==> src/rtl/cts_pkg.sv <==
package cts_pkg;

    // Register offsets on the byte-wide register port
    localparam logic [7:0] CTS_OFS_SCAN_GO = 8'hCA;
    localparam logic [7:0] CTS_OFS_CHG_DIV = 8'hCB;
    localparam logic [7:0] CTS_OFS_CFG_B = 8'hCC;
    localparam logic [7:0] CTS_OFS_CFG_C = 8'hCD;
    localparam logic [7:0] CTS_OFS_RAW_LO = 8'hCE;
    localparam logic [7:0] CTS_OFS_RAW_HI = 8'hCF;
    localparam logic [7:0] CTS_OFS_PULL_LO = 8'hD1;
    localparam logic [7:0] CTS_OFS_ANA = 8'hD2;
    localparam logic [7:0] CTS_OFS_PIN_A = 8'hD3;
    localparam logic [7:0] CTS_OFS_PIN_B = 8'hD4;
    localparam logic [7:0] CTS_OFS_PIN_C = 8'hD5;
    localparam logic [7:0] CTS_OFS_PIN_D = 8'hD6;

    // Reset values
    localparam logic [7:0] CTS_RST_ZERO = 8'h00;
    localparam logic [7:0] CTS_RST_CFG_B = 8'h40;
    localparam logic [7:0] CTS_RST_CFG_C = 8'h70;
    localparam logic [7:0] CTS_RST_ANA = 8'h2F;

    // Field positions
    localparam int CTS_GO_BIT = 0;
    localparam int CTS_DIV_MSB = 5;
    localparam int CTS_MSB_BIT = 6;
    localparam int CTS_PAR_BIT = 5;
    localparam int CTS_IDX_MSB = 4;
    localparam int CTS_WID_LSB = 4;
    localparam int CTS_CLK_LSB = 2;
    localparam int CTS_RB_LSB = 3;
    localparam int CTS_VTH_LSB = 0;
    localparam int CTS_PIN_D_MSB = 1;

    // Channel and mode codes
    localparam int CTS_NUM_CH = 26;
    localparam logic [4:0] CTS_LAST_CH = 5'h19;
    localparam logic [2:0] CTS_RB_60K = 3'h4;
    localparam logic [2:0] CTS_RB_80K = 3'h5;
    localparam logic [5:0] CTS_DIV_NORMAL = 6'h3E;
    localparam logic [5:0] CTS_DIV_UNIFORM = 6'h3F;

    // Rates in MHz; the source clock is halved before the divider
    localparam int CTS_REF_MHZ = 10;
    localparam int CTS_SRC_MHZ = 48;
    localparam logic [5:0] CTS_HALF_SRC = 6'(CTS_SRC_MHZ / 2);
    localparam int CTS_DIV_OFFSET = 4;
    localparam int CTS_SPREAD_MIN = 8;
    localparam int CTS_MIN_WIDTH = 9;

    typedef enum logic [0:0] {
        CTS_IDLE = 1'b0,
        CTS_SCAN = 1'b1
    } cts_state_e;

    // Count clock rate in MHz for each select code
    function automatic logic [5:0] cts_count_rate(input logic [1:0] sel);
        case (sel)
            2'h0: cts_count_rate = 6'h18;
            2'h1: cts_count_rate = 6'h0C;
            2'h2: cts_count_rate = 6'h06;
            default: cts_count_rate = 6'h04;
        endcase
    endfunction

    // Full-scale count for a counter width code
    function automatic logic [15:0] cts_full_scale(input logic [2:0] sel);
        logic [16:0] one;
        one = 17'h00001 << (CTS_MIN_WIDTH + int'(sel));
        cts_full_scale = 16'(one - 17'h00001);
    endfunction

endpackage

==> src/rtl/cts_scan_counter.sv <==
`timescale 1ns/10ps
module cts_scan_counter
    import cts_pkg::*;
(
    input wire logic clk,
    input wire logic rst_n,
    input wire logic ce,
    input wire logic clr,
    input wire logic [1:0] ticks,
    input wire logic hit,
    input wire logic [2:0] width_sel,
    output logic [15:0] count,
    output logic done
);

    logic [16:0] window;
    logic [16:0] win_cnt;
    logic [16:0] next_win;
    logic [16:0] next_sum;
    logic [15:0] full;

    // Window spans 2^width count ticks
    always_comb begin
        full = cts_full_scale(width_sel);
        window = {1'b0, full} + 17'h00001;
        next_win = win_cnt + {15'h0000, ticks};
        next_sum = {1'b0, count} + {15'h0000, ticks};
    end

    assign done = (win_cnt >= window);

    // Window progress, frozen once complete
    always_ff @(posedge clk) begin
        if (!rst_n || (ce && clr)) begin
            win_cnt <= 17'h00000;
        end else if (ce && !done) begin
            win_cnt <= next_win;
        end
    end

    // Hit count clamps at full scale instead of wrapping
    always_ff @(posedge clk) begin
        if (!rst_n || (ce && clr)) begin
            count <= 16'h0000;
        end else if (ce && !done && hit) begin
            if (next_sum > {1'b0, full}) begin
                count <= full;
            end else begin
                count <= next_sum[15:0];
            end
        end
    end

endmodule

==> src/rtl/cts_touch_scan.sv <==
// Local design decision: the plain strobed port.
`timescale 1ns/10ps
module cts_touch_scan
    import cts_pkg::*;
(
    input wire logic REF_CLK,
    input wire logic RSTN,
    input wire logic CE,
    input wire logic [7:0] ADDR,
    input wire logic [7:0] WDATA,
    input wire logic WR,
    input wire logic RD,
    output logic [7:0] RDATA,
    input wire logic SENSE_CMP,
    output logic [25:0] SENSE_EN,
    output logic [4:0] CHANNEL_INDEX,
    output logic PARALLEL_MODE,
    output logic [8:0] PULLUP_CODE,
    output logic [2:0] BIAS_RES_CODE,
    output logic BIAS_RES_VALID,
    output logic [2:0] VTH_CODE,
    output logic CHARGE_CLK,
    output logic SCAN_ACTIVE,
    output logic SCAN_DONE
);

    // Software-visible registers
    logic scan_go;
    logic [5:0] chg_div;
    logic pullup_msb;
    logic parallel;
    logic [4:0] chan_idx;
    logic [2:0] width_sel;
    logic [1:0] clk_sel;
    logic [7:0] pullup_low;
    logic [2:0] bias_sel;
    logic [2:0] threshold_voltage_sel;
    logic [7:0] pin_a;
    logic [7:0] pin_b;
    logic [7:0] pin_c;
    logic [1:0] pin_d;
    logic [7:0] raw_lo;
    logic [7:0] raw_hi;

    // Scan engine state
    cts_state_e state;
    cts_state_e next_state;
    logic cmp_meta;
    logic cmp_sync;
    logic [4:0] tick_acc;
    logic [5:0] tick_sum;
    logic [1:0] ticks;
    logic [4:0] next_acc;
    logic [8:0] chg_acc;
    logic [8:0] chg_sum;
    logic [8:0] half_period;
    logic [4:0] chg_divisor;
    logic [7:0] lfsr;
    logic [15:0] scan_count;
    logic window_done;
    logic scan_end;
    logic go_wr;
    logic [7:0] rd_mux;
    logic [25:0] next_en;

    assign go_wr = WR && (ADDR == CTS_OFS_SCAN_GO);
    assign scan_end = (state == CTS_SCAN) && window_done;

    // Two-stage synchroniser for the analog comparator
    always_ff @(posedge REF_CLK) begin
        if (!RSTN) begin
            cmp_meta <= 1'b0;
            cmp_sync <= 1'b0;
        end else if (CE) begin
            cmp_meta <= SENSE_CMP;
            cmp_sync <= cmp_meta;
        end
    end

    // Configuration registers written from the register port
    always_ff @(posedge REF_CLK) begin
        if (!RSTN) begin
            chg_div <= CTS_RST_ZERO[5:0];
            pullup_msb <= CTS_RST_CFG_B[CTS_MSB_BIT];
            parallel <= CTS_RST_CFG_B[CTS_PAR_BIT];
            chan_idx <= CTS_RST_CFG_B[CTS_IDX_MSB:0];
            width_sel <= CTS_RST_CFG_C[CTS_WID_LSB +: 3];
            clk_sel <= CTS_RST_CFG_C[CTS_CLK_LSB +: 2];
            pullup_low <= CTS_RST_ZERO;
            bias_sel <= CTS_RST_ANA[CTS_RB_LSB +: 3];
            threshold_voltage_sel <= CTS_RST_ANA[CTS_VTH_LSB +: 3];
            pin_a <= CTS_RST_ZERO;
            pin_b <= CTS_RST_ZERO;
            pin_c <= CTS_RST_ZERO;
            pin_d <= CTS_RST_ZERO[CTS_PIN_D_MSB:0];
        end else if (CE && WR) begin
            case (ADDR)
                CTS_OFS_CHG_DIV: begin
                    chg_div <= WDATA[CTS_DIV_MSB:0];
                end
                CTS_OFS_CFG_B: begin
                    pullup_msb <= WDATA[CTS_MSB_BIT];
                    parallel <= WDATA[CTS_PAR_BIT];
                    chan_idx <= WDATA[CTS_IDX_MSB:0];
                end
                CTS_OFS_CFG_C: begin
                    width_sel <= WDATA[CTS_WID_LSB +: 3];
                    clk_sel <= WDATA[CTS_CLK_LSB +: 2];
                end
                CTS_OFS_PULL_LO: begin
                    pullup_low <= WDATA;
                end
                CTS_OFS_ANA: begin
                    bias_sel <= WDATA[CTS_RB_LSB +: 3];
                    threshold_voltage_sel <= WDATA[CTS_VTH_LSB +: 3];
                end
                CTS_OFS_PIN_A: begin
                    pin_a <= WDATA;
                end
                CTS_OFS_PIN_B: begin
                    pin_b <= WDATA;
                end
                CTS_OFS_PIN_C: begin
                    pin_c <= WDATA;
                end
                CTS_OFS_PIN_D: begin
                    pin_d <= WDATA[CTS_PIN_D_MSB:0];
                end
                default: begin
                end
            endcase
        end
    end

    // Go bit: software write wins over the end-of-scan clear
    always_ff @(posedge REF_CLK) begin
        if (!RSTN) begin
            scan_go <= CTS_RST_ZERO[CTS_GO_BIT];
        end else if (CE) begin
            if (go_wr) begin
                scan_go <= WDATA[CTS_GO_BIT];
            end else if (scan_end) begin
                scan_go <= 1'b0;
            end
        end
    end

    // Scan sequencing; a cleared go bit aborts at once
    always_comb begin
        next_state = state;
        case (state)
            CTS_IDLE: begin
                if (scan_go) begin
                    next_state = CTS_SCAN;
                end
            end
            CTS_SCAN: begin
                if (!scan_go || window_done) begin
                    next_state = CTS_IDLE;
                end
            end
            default: begin
                next_state = CTS_IDLE;
            end
        endcase
    end

    always_ff @(posedge REF_CLK) begin
        if (!RSTN) begin
            state <= CTS_IDLE;
        end else if (CE) begin
            state <= next_state;
        end
    end

    // Count ticks per reference cycle; 24 MHz yields up to three
    always_comb begin
        tick_sum = {1'b0, tick_acc} + cts_count_rate(clk_sel);
        if (tick_sum >= 6'(3 * CTS_REF_MHZ)) begin
            ticks = 2'h3;
        end else if (tick_sum >= 6'(2 * CTS_REF_MHZ)) begin
            ticks = 2'h2;
        end else if (tick_sum >= 6'(CTS_REF_MHZ)) begin
            ticks = 2'h1;
        end else begin
            ticks = 2'h0;
        end
        next_acc = 5'(tick_sum - 6'(int'(ticks) * CTS_REF_MHZ));
    end

    // Fractional rate accumulator, cleared outside a scan
    always_ff @(posedge REF_CLK) begin
        if (!RSTN) begin
            tick_acc <= 5'h00;
        end else if (CE) begin
            if (state == CTS_SCAN) begin
                tick_acc <= next_acc;
            end else begin
                tick_acc <= 5'h00;
            end
        end
    end

    // Counter and window, held clear while idle or aborted
    cts_scan_counter u_counter (
        .clk(REF_CLK),
        .rst_n(RSTN),
        .ce(CE),
        .clr(state != CTS_SCAN),
        .ticks(ticks),
        .hit(cmp_sync),
        .width_sel(width_sel),
        .count(scan_count),
        .done(window_done)
    );

    // Both raw bytes captured in one edge at scan end
    always_ff @(posedge REF_CLK) begin
        if (!RSTN) begin
            raw_lo <= CTS_RST_ZERO;
            raw_hi <= CTS_RST_ZERO;
        end else if (CE && scan_end) begin
            raw_lo <= scan_count[7:0];
            raw_hi <= scan_count[15:8];
        end
    end

    // Charge divisor: fixed codes, or a random pick for spread modes
    always_comb begin
        if (chg_div == CTS_DIV_UNIFORM) begin
            chg_divisor = 5'(CTS_SPREAD_MIN) + {1'b0, lfsr[3:0]};
        end else if (chg_div == CTS_DIV_NORMAL) begin
            chg_divisor = 5'(CTS_SPREAD_MIN) + {2'h0, lfsr[2:0]}
                + {2'h0, lfsr[6:4]};
        end else begin
            chg_divisor = 5'h00;
        end
    end

    // Half period in units of source/2 MHz per reference cycle
    always_comb begin
        if (chg_div >= CTS_DIV_NORMAL) begin
            half_period = 9'(int'(chg_divisor) * CTS_REF_MHZ / 2);
        end else begin
            half_period = 9'((int'(chg_div) + CTS_DIV_OFFSET)
                * CTS_REF_MHZ / 2);
        end
        chg_sum = chg_acc + {3'h0, CTS_HALF_SRC};
    end

    // Charge clock toggles only while scanning, parked low otherwise
    always_ff @(posedge REF_CLK) begin
        if (!RSTN) begin
            chg_acc <= 9'h000;
            CHARGE_CLK <= 1'b0;
        end else if (CE) begin
            if (state != CTS_SCAN) begin
                chg_acc <= 9'h000;
                CHARGE_CLK <= 1'b0;
            end else if (chg_sum >= half_period) begin
                chg_acc <= chg_sum - half_period;
                CHARGE_CLK <= !CHARGE_CLK;
            end else begin
                chg_acc <= chg_sum;
            end
        end
    end

    // Spread pattern source, stepped once per charge clock edge
    always_ff @(posedge REF_CLK) begin
        if (!RSTN) begin
            lfsr <= 8'h01;
        end else if (CE && state == CTS_SCAN && chg_sum >= half_period) begin
            lfsr <= {lfsr[6:0], lfsr[7] ^ lfsr[5] ^ lfsr[4] ^ lfsr[3]};
        end
    end

    // Electrode enables: parallel set or one decoded channel
    always_comb begin
        next_en = '0;
        if (parallel) begin
            next_en = {pin_d, pin_c, pin_b, pin_a};
        end else if (chan_idx <= CTS_LAST_CH) begin
            next_en[chan_idx] = 1'b1;
        end
    end

    // Analog front-end controls, registered for clean pins
    always_ff @(posedge REF_CLK) begin
        if (!RSTN) begin
            SENSE_EN <= '0;
            CHANNEL_INDEX <= CTS_RST_CFG_B[CTS_IDX_MSB:0];
            PARALLEL_MODE <= CTS_RST_CFG_B[CTS_PAR_BIT];
            PULLUP_CODE <= {CTS_RST_CFG_B[CTS_MSB_BIT], CTS_RST_ZERO};
            BIAS_RES_CODE <= CTS_RST_ANA[CTS_RB_LSB +: 3];
            BIAS_RES_VALID <= 1'b0;
            VTH_CODE <= CTS_RST_ANA[CTS_VTH_LSB +: 3];
        end else if (CE) begin
            SENSE_EN <= next_en;
            CHANNEL_INDEX <= chan_idx;
            PARALLEL_MODE <= parallel;
            PULLUP_CODE <= {pullup_msb, pullup_low};
            BIAS_RES_CODE <= bias_sel;
            // Reserved bias codes flagged so the front end ignores them
            BIAS_RES_VALID <= (bias_sel == CTS_RB_60K)
                || (bias_sel == CTS_RB_80K);
            VTH_CODE <= threshold_voltage_sel;
        end
    end

    // Scan status: level while busy, one-cycle pulse at the end
    always_ff @(posedge REF_CLK) begin
        if (!RSTN) begin
            SCAN_ACTIVE <= 1'b0;
            SCAN_DONE <= 1'b0;
        end else if (CE) begin
            SCAN_ACTIVE <= (next_state == CTS_SCAN);
            SCAN_DONE <= scan_end;
        end
    end

    // Read decode; reserved bits and unmapped offsets read zero
    always_comb begin
        rd_mux = 8'h00;
        case (ADDR)
            CTS_OFS_SCAN_GO: rd_mux[CTS_GO_BIT] = scan_go;
            CTS_OFS_CHG_DIV: rd_mux[CTS_DIV_MSB:0] = chg_div;
            CTS_OFS_CFG_B: begin
                rd_mux[CTS_MSB_BIT] = pullup_msb;
                rd_mux[CTS_PAR_BIT] = parallel;
                rd_mux[CTS_IDX_MSB:0] = chan_idx;
            end
            CTS_OFS_CFG_C: begin
                rd_mux[CTS_WID_LSB +: 3] = width_sel;
                rd_mux[CTS_CLK_LSB +: 2] = clk_sel;
            end
            CTS_OFS_RAW_LO: rd_mux = raw_lo;
            CTS_OFS_RAW_HI: rd_mux = raw_hi;
            CTS_OFS_PULL_LO: rd_mux = pullup_low;
            CTS_OFS_ANA: begin
                rd_mux[CTS_RB_LSB +: 3] = bias_sel;
                rd_mux[CTS_VTH_LSB +: 3] = threshold_voltage_sel;
            end
            CTS_OFS_PIN_A: rd_mux = pin_a;
            CTS_OFS_PIN_B: rd_mux = pin_b;
            CTS_OFS_PIN_C: rd_mux = pin_c;
            CTS_OFS_PIN_D: rd_mux[CTS_PIN_D_MSB:0] = pin_d;
            default: rd_mux = 8'h00;
        endcase
    end

    // Read data valid only in the cycle after the strobe
    always_ff @(posedge REF_CLK) begin
        if (!RSTN) begin
            RDATA <= 8'h00;
        end else if (CE) begin
            RDATA <= RD ? rd_mux : 8'h00;
        end
    end

endmodule

==> config.mk <==
export PLATFORM = sky130hd
export DESIGN_NAME = cts_touch_scan
export DESIGN_NICKNAME = d
export VERILOG_FILES = /design/src/rtl/cts_pkg.sv /design/src/rtl/cts_scan_counter.sv /design/src/rtl/cts_touch_scan.sv
export SDC_FILE = /design/constraint.sdc
export NUM_CORES = 1
export LEC_CHECK = 0
export ABC_AREA = 1
export BUFFER_PORTS_ARGS = -buffer_cell sky130_fd_sc_hd__buf_2
export CAP_MARGIN = 20
export CORE_MARGIN = 1.5
export CORE_UTILIZATION = 57
export CTS_BUF_LIST = sky130_fd_sc_hd__clkbuf_4 sky130_fd_sc_hd__clkbuf_8
export DETAILED_ROUTE_END_ITERATION = 8
export PLACE_DENSITY_LB_ADDON = 0.08
export SETUP_SLACK_MARGIN = 0.2
export SYNTH_ARGS = -nofsm -noshare
export SYNTH_HDL_FRONTEND = slang
export SYNTH_SLANG_ARGS = --single-unit
==> constraint.sdc <==
create_clock -name REF_CLK -period 5 [get_ports REF_CLK]
set_input_delay 1 -clock REF_CLK [delete_from_list [all_inputs] [get_ports REF_CLK]]
set_output_delay 1 -clock REF_CLK [all_outputs]
set_load 0.005 [all_outputs]
[Yosys cells after proc, flatten, opt, wreduce, memory -nomap -nowiden]
Index checks and enable logic that the tools add are counted.
Word-level totals
  register bits after elaboration: 191
  bits in latches: 0
  memory bits (writable): 0
  bits in read-only memories: 0
  bits of input ports: 22
  output and inout bits: 59
  logic and storage cells: 142
  memories: 0
Cells by class
  $add $sub $neg: 13
  multiply operators: 3
  divide/modulo/power cells: 0
  magnitude comparators: 10
  equal/unequal tests: 19
  shift-type cells: 1
  muxes and demuxes: 28
  bitwise gates (word level): 4
  reduce and logical (&&, ||, !) cells: 30
Operators with widths (count)
  $eq 8x8->1 const B: 12
  $mux 26: 2
  $pmux 4 s10: 1
  $shl 1x32->16 const A: 1
  $mux 9: 3
  $reduce_and 2->1: 11
  $add 16x1->17 const B: 1
  $add 16x2->17: 1
  $add 17x2->17: 1
  $ge 17x17->1: 1
  $gt 17x16->1: 1
  $mux 16: 1
  $sub 16x1->16 const B: 1
  $mux 5: 3
  $pmux 5 s3: 1
  $eq 6x6->1 const B: 2
  $ge 6x5->1 const B: 2
  $pmux 1 s11: 1
  $add 4x3->5 const A: 2
  $logic_and 1x1->1: 10
  $pmux 1 s10: 1
  $add 9x5->9 const B: 1
  $ge 9x9->1: 1
  $mul 7x3->9 const B: 1
  other kinds (30): 46

[Longest topological paths before layout]
Gate-level depths: netlist of the first run.
  depth in word-level cells: 10
  mapped depth: 32
  gate-level depth less buffers: 32

[Modules after synthesis]
A second synthesis of the first run with hierarchy kept.
Second synthesis, totals
  cells, all modules: 1678
  area total of the unflattened synthesis: 11616.1 um^2
Modules (own cells, without submodules)
  cts_touch_scan: instances 1, cells an instance 1158, area each 8260.4 um^2, seq. area each 3143.0 um^2
  cts_scan_counter: instances 1, cells an instance 520, area each 3355.7 um^2, seq. area each 660.6 um^2

[Least setup slack after synthesis of the first run]
OpenSTA, ideal clock, no wires.
  kind: register -> register
  start point: register clk_sel[1]
  end point: register u_counter.count[2]
  library setup time: 115 ps
  arrival: 4732 ps
  required time: 4885 ps
  setup slack: 153 ps
  stages on the path, launching flop included: 30
  path buffers: 1
  period minus slack after synthesis: 4847 ps
  cells stage by stage: dfxtp_1 -> inv_1 -> nor2_1 -> ha_1 -> inv_1 -> fa_1 -> inv_1 -> o21ai_0 -> nand2_1 -> inv_1 -> o21ai_0 -> nand3_1 -> ha_1 -> inv_1 -> fa_1 -> nand3b_2 -> nor3_1 -> nand2_1 -> xor2_1 -> ha_1 -> nand2_1 -> nor3_1 -> inv_1 -> nor2_1 -> nand3_1 -> nand3_1 -> buf_2 -> a21boi_0 -> nor2_1 -> nor2_1
Between the ends
  cells in the longest elaborated chain, start to end: 10
  elaborated cells on any way between the ends: 14
  those cells by class: add/sub: 2; order compare: 4; eq/ne: 2; mux: 5; reduce/logical: 1
RTL lines
  start, declared: line cts_touch_scan.sv:34  | logic [1:0] clk_sel;
  start signal, assigned: line cts_touch_scan.sv:88  | clk_sel <= CTS_RST_CFG_C[CTS_CLK_LSB +: 2];
  start signal, assigned: line cts_touch_scan.sv:108  | clk_sel <= WDATA[CTS_CLK_LSB +: 2];
  $eq 2x2->1 (tied with other cells): line cts_pkg.sv:58  | case (sel)
  $pmux 5 s3 *: line cts_pkg.sv:58
  $add 5x5->6 *: line cts_touch_scan.sv:178  | tick_sum = {1'b0, tick_acc} + cts_count_rate(clk_sel);
  $ge 6x4->1: line cts_touch_scan.sv:183  | end else if (tick_sum >= 6'(CTS_REF_MHZ)) begin
  $mux 1: line cts_touch_scan.sv:183
  $mux 2: line cts_touch_scan.sv:181  | end else if (tick_sum >= 6'(2 * CTS_REF_MHZ)) begin
  $mux 2 *: line cts_touch_scan.sv:179  | if (tick_sum >= 6'(3 * CTS_REF_MHZ)) begin
  $add 16x2->17 *: line cts_scan_counter.sv:27  | next_sum = {1'b0, count} + {15'h0000, ticks};
  $gt 17x16->1: line cts_scan_counter.sv:46  | if (next_sum > {1'b0, full}) begin
  $mux 16 *: line cts_scan_counter.sv:46
  end signal, assigned: line cts_scan_counter.sv:47  | count <= full;
  end signal, assigned: line cts_scan_counter.sv:49  | count <= next_sum[15:0];
  end, declared: line cts_scan_counter.sv:12  | output logic [15:0] count,
Every way passes the cells marked *; elsewhere a longest branch is shown, timed or not.
A chain may end at the register's enable or synchronous reset.

[Worst setup path in the final report of the first run]
  start point: register clk_sel[1]
  end point: register u_counter.count[8]
The elaborated chain is that of the path after synthesis.

==> run metrics, run 1 <==
Yosys reg bits=190; Most Crowded Layer GR=met2; most frequent cells in the layout=nand2_1 (282), inv_1 (206), dfxtp_1 (188); Die Y=144 um; Worst setup endpoint=u_counter.count[8]; Cell Area, Placed=0.0120 mm^2; critical path startpoint=clk_sel[1]; CTS Root Cell=clkbuf_8; most frequent CP cell=inv_2; CTS buffer count=17; fraction of power consumed by sequential logic=0.557; switching power=0.791 mW; Overflow after GRT=0; Sw Ratio=0.287; CP required=5430 ps; Ys Warns=0; R2R cell count=28; Tcrit/Tclk final=0.937; worst stage delay on the critical path=540 ps; combinational share of power=0.071; drt pass-1 iters=5; Leak=5.66 nW; die area=0.0206 mm^2; initial antenna violation count=0; worst path bufs/invs=6; CORE AREA=0.0195 mm^2; Inserted Diodes=0; die width=144 um; R2R Setup Slk=310 ps; EDFF count, synth=0; relative slew slack=0.342; fmax=213 MHz; setup TNS=0 ps; pwr dens=216 mW/mm^2; Post-Syn Instances=1,609; TritonCTS clock tree=yes; number of nets in the layout=1,798; CP Data Arrival Time=5120 ps; status=complete, no violations; post-route ant nets=0; via count=10,800; HPWL Detailed=23,000 um; Worst Skew=13.2 ps; fin area=0.0128 mm^2; share of layout cells above drive strength 1=0.139; final WL=30,500 um; largest fanout on the critical path=8; R2R Path End=u_counter.count[8]; Clk pwr share=0.372; Seq/Total Area, Yosys=0.337; Worst Max-Slew Pin Slew=985 ps; Placer Congestion=0.981; syn_area_per_cell=7.01 um^2; IO buf count=80; vias per inst=5.46; CP Launch Type=flip-flop; Place WS=-75.5 ps; CP Depth=28; Max Slew Vio Count=0; Synth cell types=52; grt met2 use=0.524; RSZ-0062 raised after global routing=true; pin count of the biggest net entering global routing=91; total track usage=0.298; Max Cap Violations=0; Area Growth Syn to Fin=13.1%; met1 Usage GRT=0.367; # DRC=0; Ports=81; internal power=1.97 mW; worst r2r src=clk_sel[1]; vias in the first global route=9,867; first-pass GRT wire length=48,500 um; row cnt=51; met3 usage=0.0377; final worst slack=314 ps; Top delay family on crit path=simple AND/OR/NAND/NOR gates; Peak VDD IR=170 uV; critical setup path kind=flip-flop to flip-flop; worst hold path class=flip-flop to flip-flop; Initial Util=0.580; CTS H-tree lvls=4; top_reg_cell synth=dfxtp_1; final hold vios=0; clock tree buffer depth=2; Crit-path slowest cell=fa_2; clk_lat worst skew=490 ps; most common cell after layout, fill and taps aside=nand2_1; Setup crit end kind=flip-flop; FFs w/ async S/R, synth=0; # setup viols final=0; drt initial violations=671; Tmin final=4690 ps; clock sink count=190; drt wl/cell=15.4 um; Clock Pin Slew Worst Setup and Hold Paths=120 ps; mapped cell area=0.0113 mm^2
[timing repair]
item / 4_1_cts / 5_1_grt
hold buffers: 0 / 0
setup endpoints to repair: 16 / 31
gates resized for setup: 11 / 53
buffers inserted: 2 / 9
cloned: 0 / 1
pin swaps: 6 / 23
[layout make-up]
cell class / count / area, um^2
clock inverters: 15 / 170
clock buffers: 17 / 234
flip-flops and latches: 190 / 3810
multi-input cells: 1143 / 6640
fillers: 1756 / 6710
repair buffers: 120 / 727
inverters: 224 / 846
well taps: 265 / 332
[per-layer routing]
layer	part of all wire	vias to the layer above
met5	0	-
met4	0.036	0
met3	0.045	77
met2	0.48	308
met1	0.44	4893
li1	-	5501
[through the flow]
| stage | std cells | utilization | hold slack (ps) | power [mW] |
|---|---|---|---|---|
| 3_3_place_gp | 1930 | 0.617 | 436 | 1.76 |
| 5_1_grt | 1974 | 0.655 | 481 | 2.86 |
| 4_1_cts | 1964 | 0.641 | 462 | 2.76 |
| 2_1_floorplan | 1610 | - | 425 | 1.69 |
| 3_5_place_dp | 1930 | 0.617 | 443 | 1.76 |
| 6_report | 1974 | 0.655 | 462 | 2.76 |
[power groups by stage]
stage                     sequential (mW)  clock, mW  combinational, mW
final                                1.54       1.03              0.196
after floorplan                      1.57          0              0.118
after CTS                            1.54       1.04              0.187
after global routing                 1.54       1.10              0.218
after detailed placement             1.57          0              0.185
after global placement               1.57          0              0.184
[Yosys cell counts (3+ instances only)]
library cell / n / area (um^2)
a211oi_1: 12 / 90.1
a21boi_0: 4 / 30.0
a21o_1: 4 / 30.0
a21oi_1: 162 / 811
a221oi_1: 25 / 219
a31oi_1: 5 / 31.3
buf_2: 9 / 45.0
buf_4: 3 / 22.5
buf_6: 3 / 33.8
clkbuf_1: 36 / 135
dfxtp_1: 190 / 3800
fa_1: 9 / 180
ha_1: 71 / 888
inv_1: 212 / 796
inv_2: 11 / 41.3
nand2_1: 289 / 1080
nand2_2: 5 / 31.3
nand3_1: 81 / 405
nand4_1: 18 / 113
nor2_1: 190 / 713
nor2_4: 5 / 56.3
nor3_1: 16 / 80.1
nor4_1: 5 / 31.3
o211ai_1: 11 / 82.6
o21ai_0: 106 / 531
o21ai_1: 9 / 45.0
o22ai_1: 26 / 163
o31ai_1: 4 / 30.0
or2_2: 4 / 25.0
xnor2_1: 17 / 149
xor2_1: 37 / 324
[logic make-up after synthesis]
| group | count (synthesis) | synth area share |
|---|---|---|
| flip-flops | 190 | 0.337 |
| adder cells (fa/ha/maj) | 80 | 0.0947 |
| XOR/XNOR | 54 | 0.0419 |
| multiplexers | 2 | 0.00177 |
| AO/OA/AOI/OAI | 378 | 0.190 |
| other | 1 | 0.000332 |
| buffers and inverters | 277 | 0.0966 |
| AND/OR/NAND/NOR | 627 | 0.237 |
[flip-flops by register name (all words and copies together) (netlist names), 9 cells and up]
name and count:
PULLUP_CODE 9, SENSE_EN 26, chg_acc 9, u_counter.count 16, u_counter.win_cnt 17
[worst min path at each step]
stage	startpoint	end	slack (ps)	depth (start not counted)
CTS	raw_lo[6]	raw_lo[6]	460	2
floorplan	raw_lo[4]	raw_lo[4]	420	2
global placement	BIAS_RES_CODE[2]	BIAS_RES_CODE[2]	440	2
global route	raw_lo[5]	raw_lo[5]	480	2
detailed placement	CHARGE_CLK	CHARGE_CLK	440	1
finish	CHARGE_CLK	CHARGE_CLK	460	1
(Power assumes the default switching activity.)
==> run 2: changes to the inputs <==
- clock period: 5 -> 4.2 ns (I/O delays scaled with it)
==> run 2 against run 1 <==
Effect of this change:
- sequential share of layout area shrank 2.7 points
- utilization grew 6.5 points
- non-clock buffer count is 87 higher
- die area is the same
- largest cell class unchanged
- routed wire length is 7.8% higher
- design area grew 10%
- critical path depth unchanged
- the flow now finishes with violations (negative setup slack)
- largest power group unchanged
- via count grew 4.9%
- register-to-register slack got worse by 700 ps
- critical path type unchanged
==> run metrics, run 2 (synthesis results as in run 1) <==
Setup crit end kind=flip-flop; top flop regs=SENSE_EN x26, u_counter.win_cnt x17, u_counter.count x16; Peak VDD IR=208 uV (+22%); cts hold-fix bufs=0 (unchanged); TritonCTS clock tree=yes; Most Crowded Layer GR=met2; max reg flops=26 (unchanged); vias per inst=5.48 (+0.39%); drt wl/cell=15.9 um (+3.2%); CORE AREA=0.0195 mm^2 (unchanged); Placer Congestion=0.936 (-4.6%); drt initial violations=845 (+26%); CP required=4580 ps (-850 ps); footprint of the multi-input gates=0.00710 mm^2 (+6.9%); pin count of the biggest net entering global routing=88 (-3.3%); final hold vios=0 (unchanged); Overflow after GRT=0 (unchanged); worst hold path class=flip-flop to flip-flop; Clock Pin Slew Worst Setup and Hold Paths=100 ps (-20 ps); CTS Root Cell=clkbuf_8; HPWL Detailed=23,800 um (+3.7%); Worst Max-Slew Pin Slew=995 ps (+9.97 ps); critical setup path kind=flip-flop to flip-flop; critical path startpoint=clk_sel[1]; Place WS=-419 ps (-344 ps); CTS buffer count=17 (unchanged); drt pass-1 iters=5 (unchanged); # setup viols final=16 (+16); vias in the first global route=10,500 (+6.3%); Ports=81 (unchanged); Inserted Diodes=0 (unchanged); fmax=218 MHz (+2.2%); row cnt=51 (unchanged); Cell Area, Placed=0.0127 mm^2 (+5.5%); most frequent CP cell=inv_2; Worst Skew=16.6 ps (+3.40 ps); pwr dens=238 mW/mm^2 (+10%); met1 Usage GRT=0.393 (+0.0260); CTS H-tree lvls=4 (unchanged); clock tree buffer depth=2 (unchanged); Worst setup endpoint=u_counter.count[7]; CP Launch Type=flip-flop; largest fanout on the critical path=22 (+14); R2R cell count=28 (unchanged); Area Growth Syn to Fin=24.4%; initial antenna violation count=0 (unchanged); Reg with most FFs=SENSE_EN; R2R Path End=u_counter.count[7]; RSZ-0062 raised after global routing=true; filler cell count=1,651 (-6.0%); Layout Cells excl Fill=2,062 (+4.5%); R2R Setup Slk=-380 ps (-700 ps); Tcrit/Tclk final=1.09 (+0.154); Final Power=3.34 mW (+21%); CP Data Arrival Time=4960 ps (-160 ps); die width=144 um (unchanged); share of layout cells above drive strength 1=0.229 (+0.0895); clk_lat worst skew=490 ps (about the same); Die Y=144 um (unchanged); number of nets in the layout=1,886 (+4.9%); Crit-path slowest cell=fa_2; status=complete, but fails checks; relative slew slack=0.335 (-0.00730); final WL=32,900 um (+7.8%); register area=0.00381 mm^2 (about the same); first-pass GRT wire length=51,700 um (+6.6%); most frequent cells in the layout=nand2_1 (262), inv_1 (198), dfxtp_1 (186); total track usage=0.317 (+0.0198); worst r2r src=clk_sel[1]; # DRC=0 (unchanged); most common cell after layout, fill and taps aside=nand2_1; fin area=0.0140 mm^2 (+10%); IO buf count=80 (unchanged); met3 usage=0.0350 (-0.00267); worst stage delay on the critical path=550 ps (about the same); final worst slack=-384 ps (-697 ps); failing checks=negative setup slack; Max Slew Vio Count=0 (unchanged); grt met2 use=0.567 (+0.0433); Leak=6.17 nW (+9.0%); Max Cap Violations=0 (unchanged); post-route ant nets=0 (unchanged); placed instance count=1,997 (+3.5%); clock sink count=190 (unchanged); Initial Util=0.580 (unchanged); die area=0.0206 mm^2 (unchanged); Tmin final=4580 ps (-103 ps); via count=11,300 (+4.9%)
-- run 2: worst min-delay path by stage --
stage	from	to	slack (ps)	depth (start not counted)
2_1_floorplan	raw_lo[4]	raw_lo[4]	420	2
3_3_place_gp	VTH_CODE[2]	VTH_CODE[2]	440	2
3_5_place_dp	BIAS_RES_CODE[0]	BIAS_RES_CODE[0]	440	2
4_1_cts	raw_lo[4]	raw_lo[4]	460	2
5_1_grt	raw_lo[5]	raw_lo[5]	480	2
6_report	raw_lo[1]	raw_lo[1]	460	2
-- run 2: layout make-up --
cell class / count / share of cell area
well taps: 265 / 0.0236
clock buffers: 17 / 0.0167
repair buffers: 207 / 0.107
multi-input cells: 1143 / 0.506
inverters: 224 / 0.0614
flip-flops and latches: 190 / 0.271
clock inverters: 15 / 0.0133
repair inverters: 1 / 0.000535
-- run 2: metal layers --
| metal | vias to the layer above | share of wire |
|---|---|---|
| met5 | - | 0 |
| met4 | 0 | 0.029 |
| met3 | 68 | 0.045 |
| met2 | 317 | 0.50 |
| met1 | 5236 | 0.43 |
| li1 | 5682 | - |
-- run 2: repair_timing --
action,4_1_cts,5_1_grt
pin swaps,36,59
endpoints found under the setup margin,43,70
buffers inserted,20,10
gates resized for setup,92,77
hold endpoints to repair,0,0
gates cloned,2,1
-- run 2: worst max-delay path, delay by kind of cell, from the launching register on --
kind,cells,cell delay [ps]
fa+ha+maj,5,1420
compound gates,2,170
buf+inv,6,450
simple gates,14,1850
flops,1,350
xor+xnor,1,240
-- run 2: per-stage QoR --
| step | utilization | setup TNS, ps | hold slack (ps) |
|---|---|---|---|
| 6_report | 0.721 | -5550 | 457 |
| 3_5_place_dp | 0.651 | -7000 | 438 |
| 4_1_cts | 0.698 | -4850 | 458 |
| 3_3_place_gp | 0.651 | -5060 | 436 |
| 5_1_grt | 0.721 | -12500 | 478 |
| 2_1_floorplan | - | -3130 | 425 |
-- run 2: report_power, final --
| part | total (mW) | internal [mW] | switching [mW] | leakage [nW] |
|---|---|---|---|---|
| registers | 1.83 | 1.82 | 0.0137 | 1.54 |
| clock network | 1.25 | 0.462 | 0.790 | 0.208 |
| logic | 0.258 | 0.0895 | 0.168 | 4.42 |
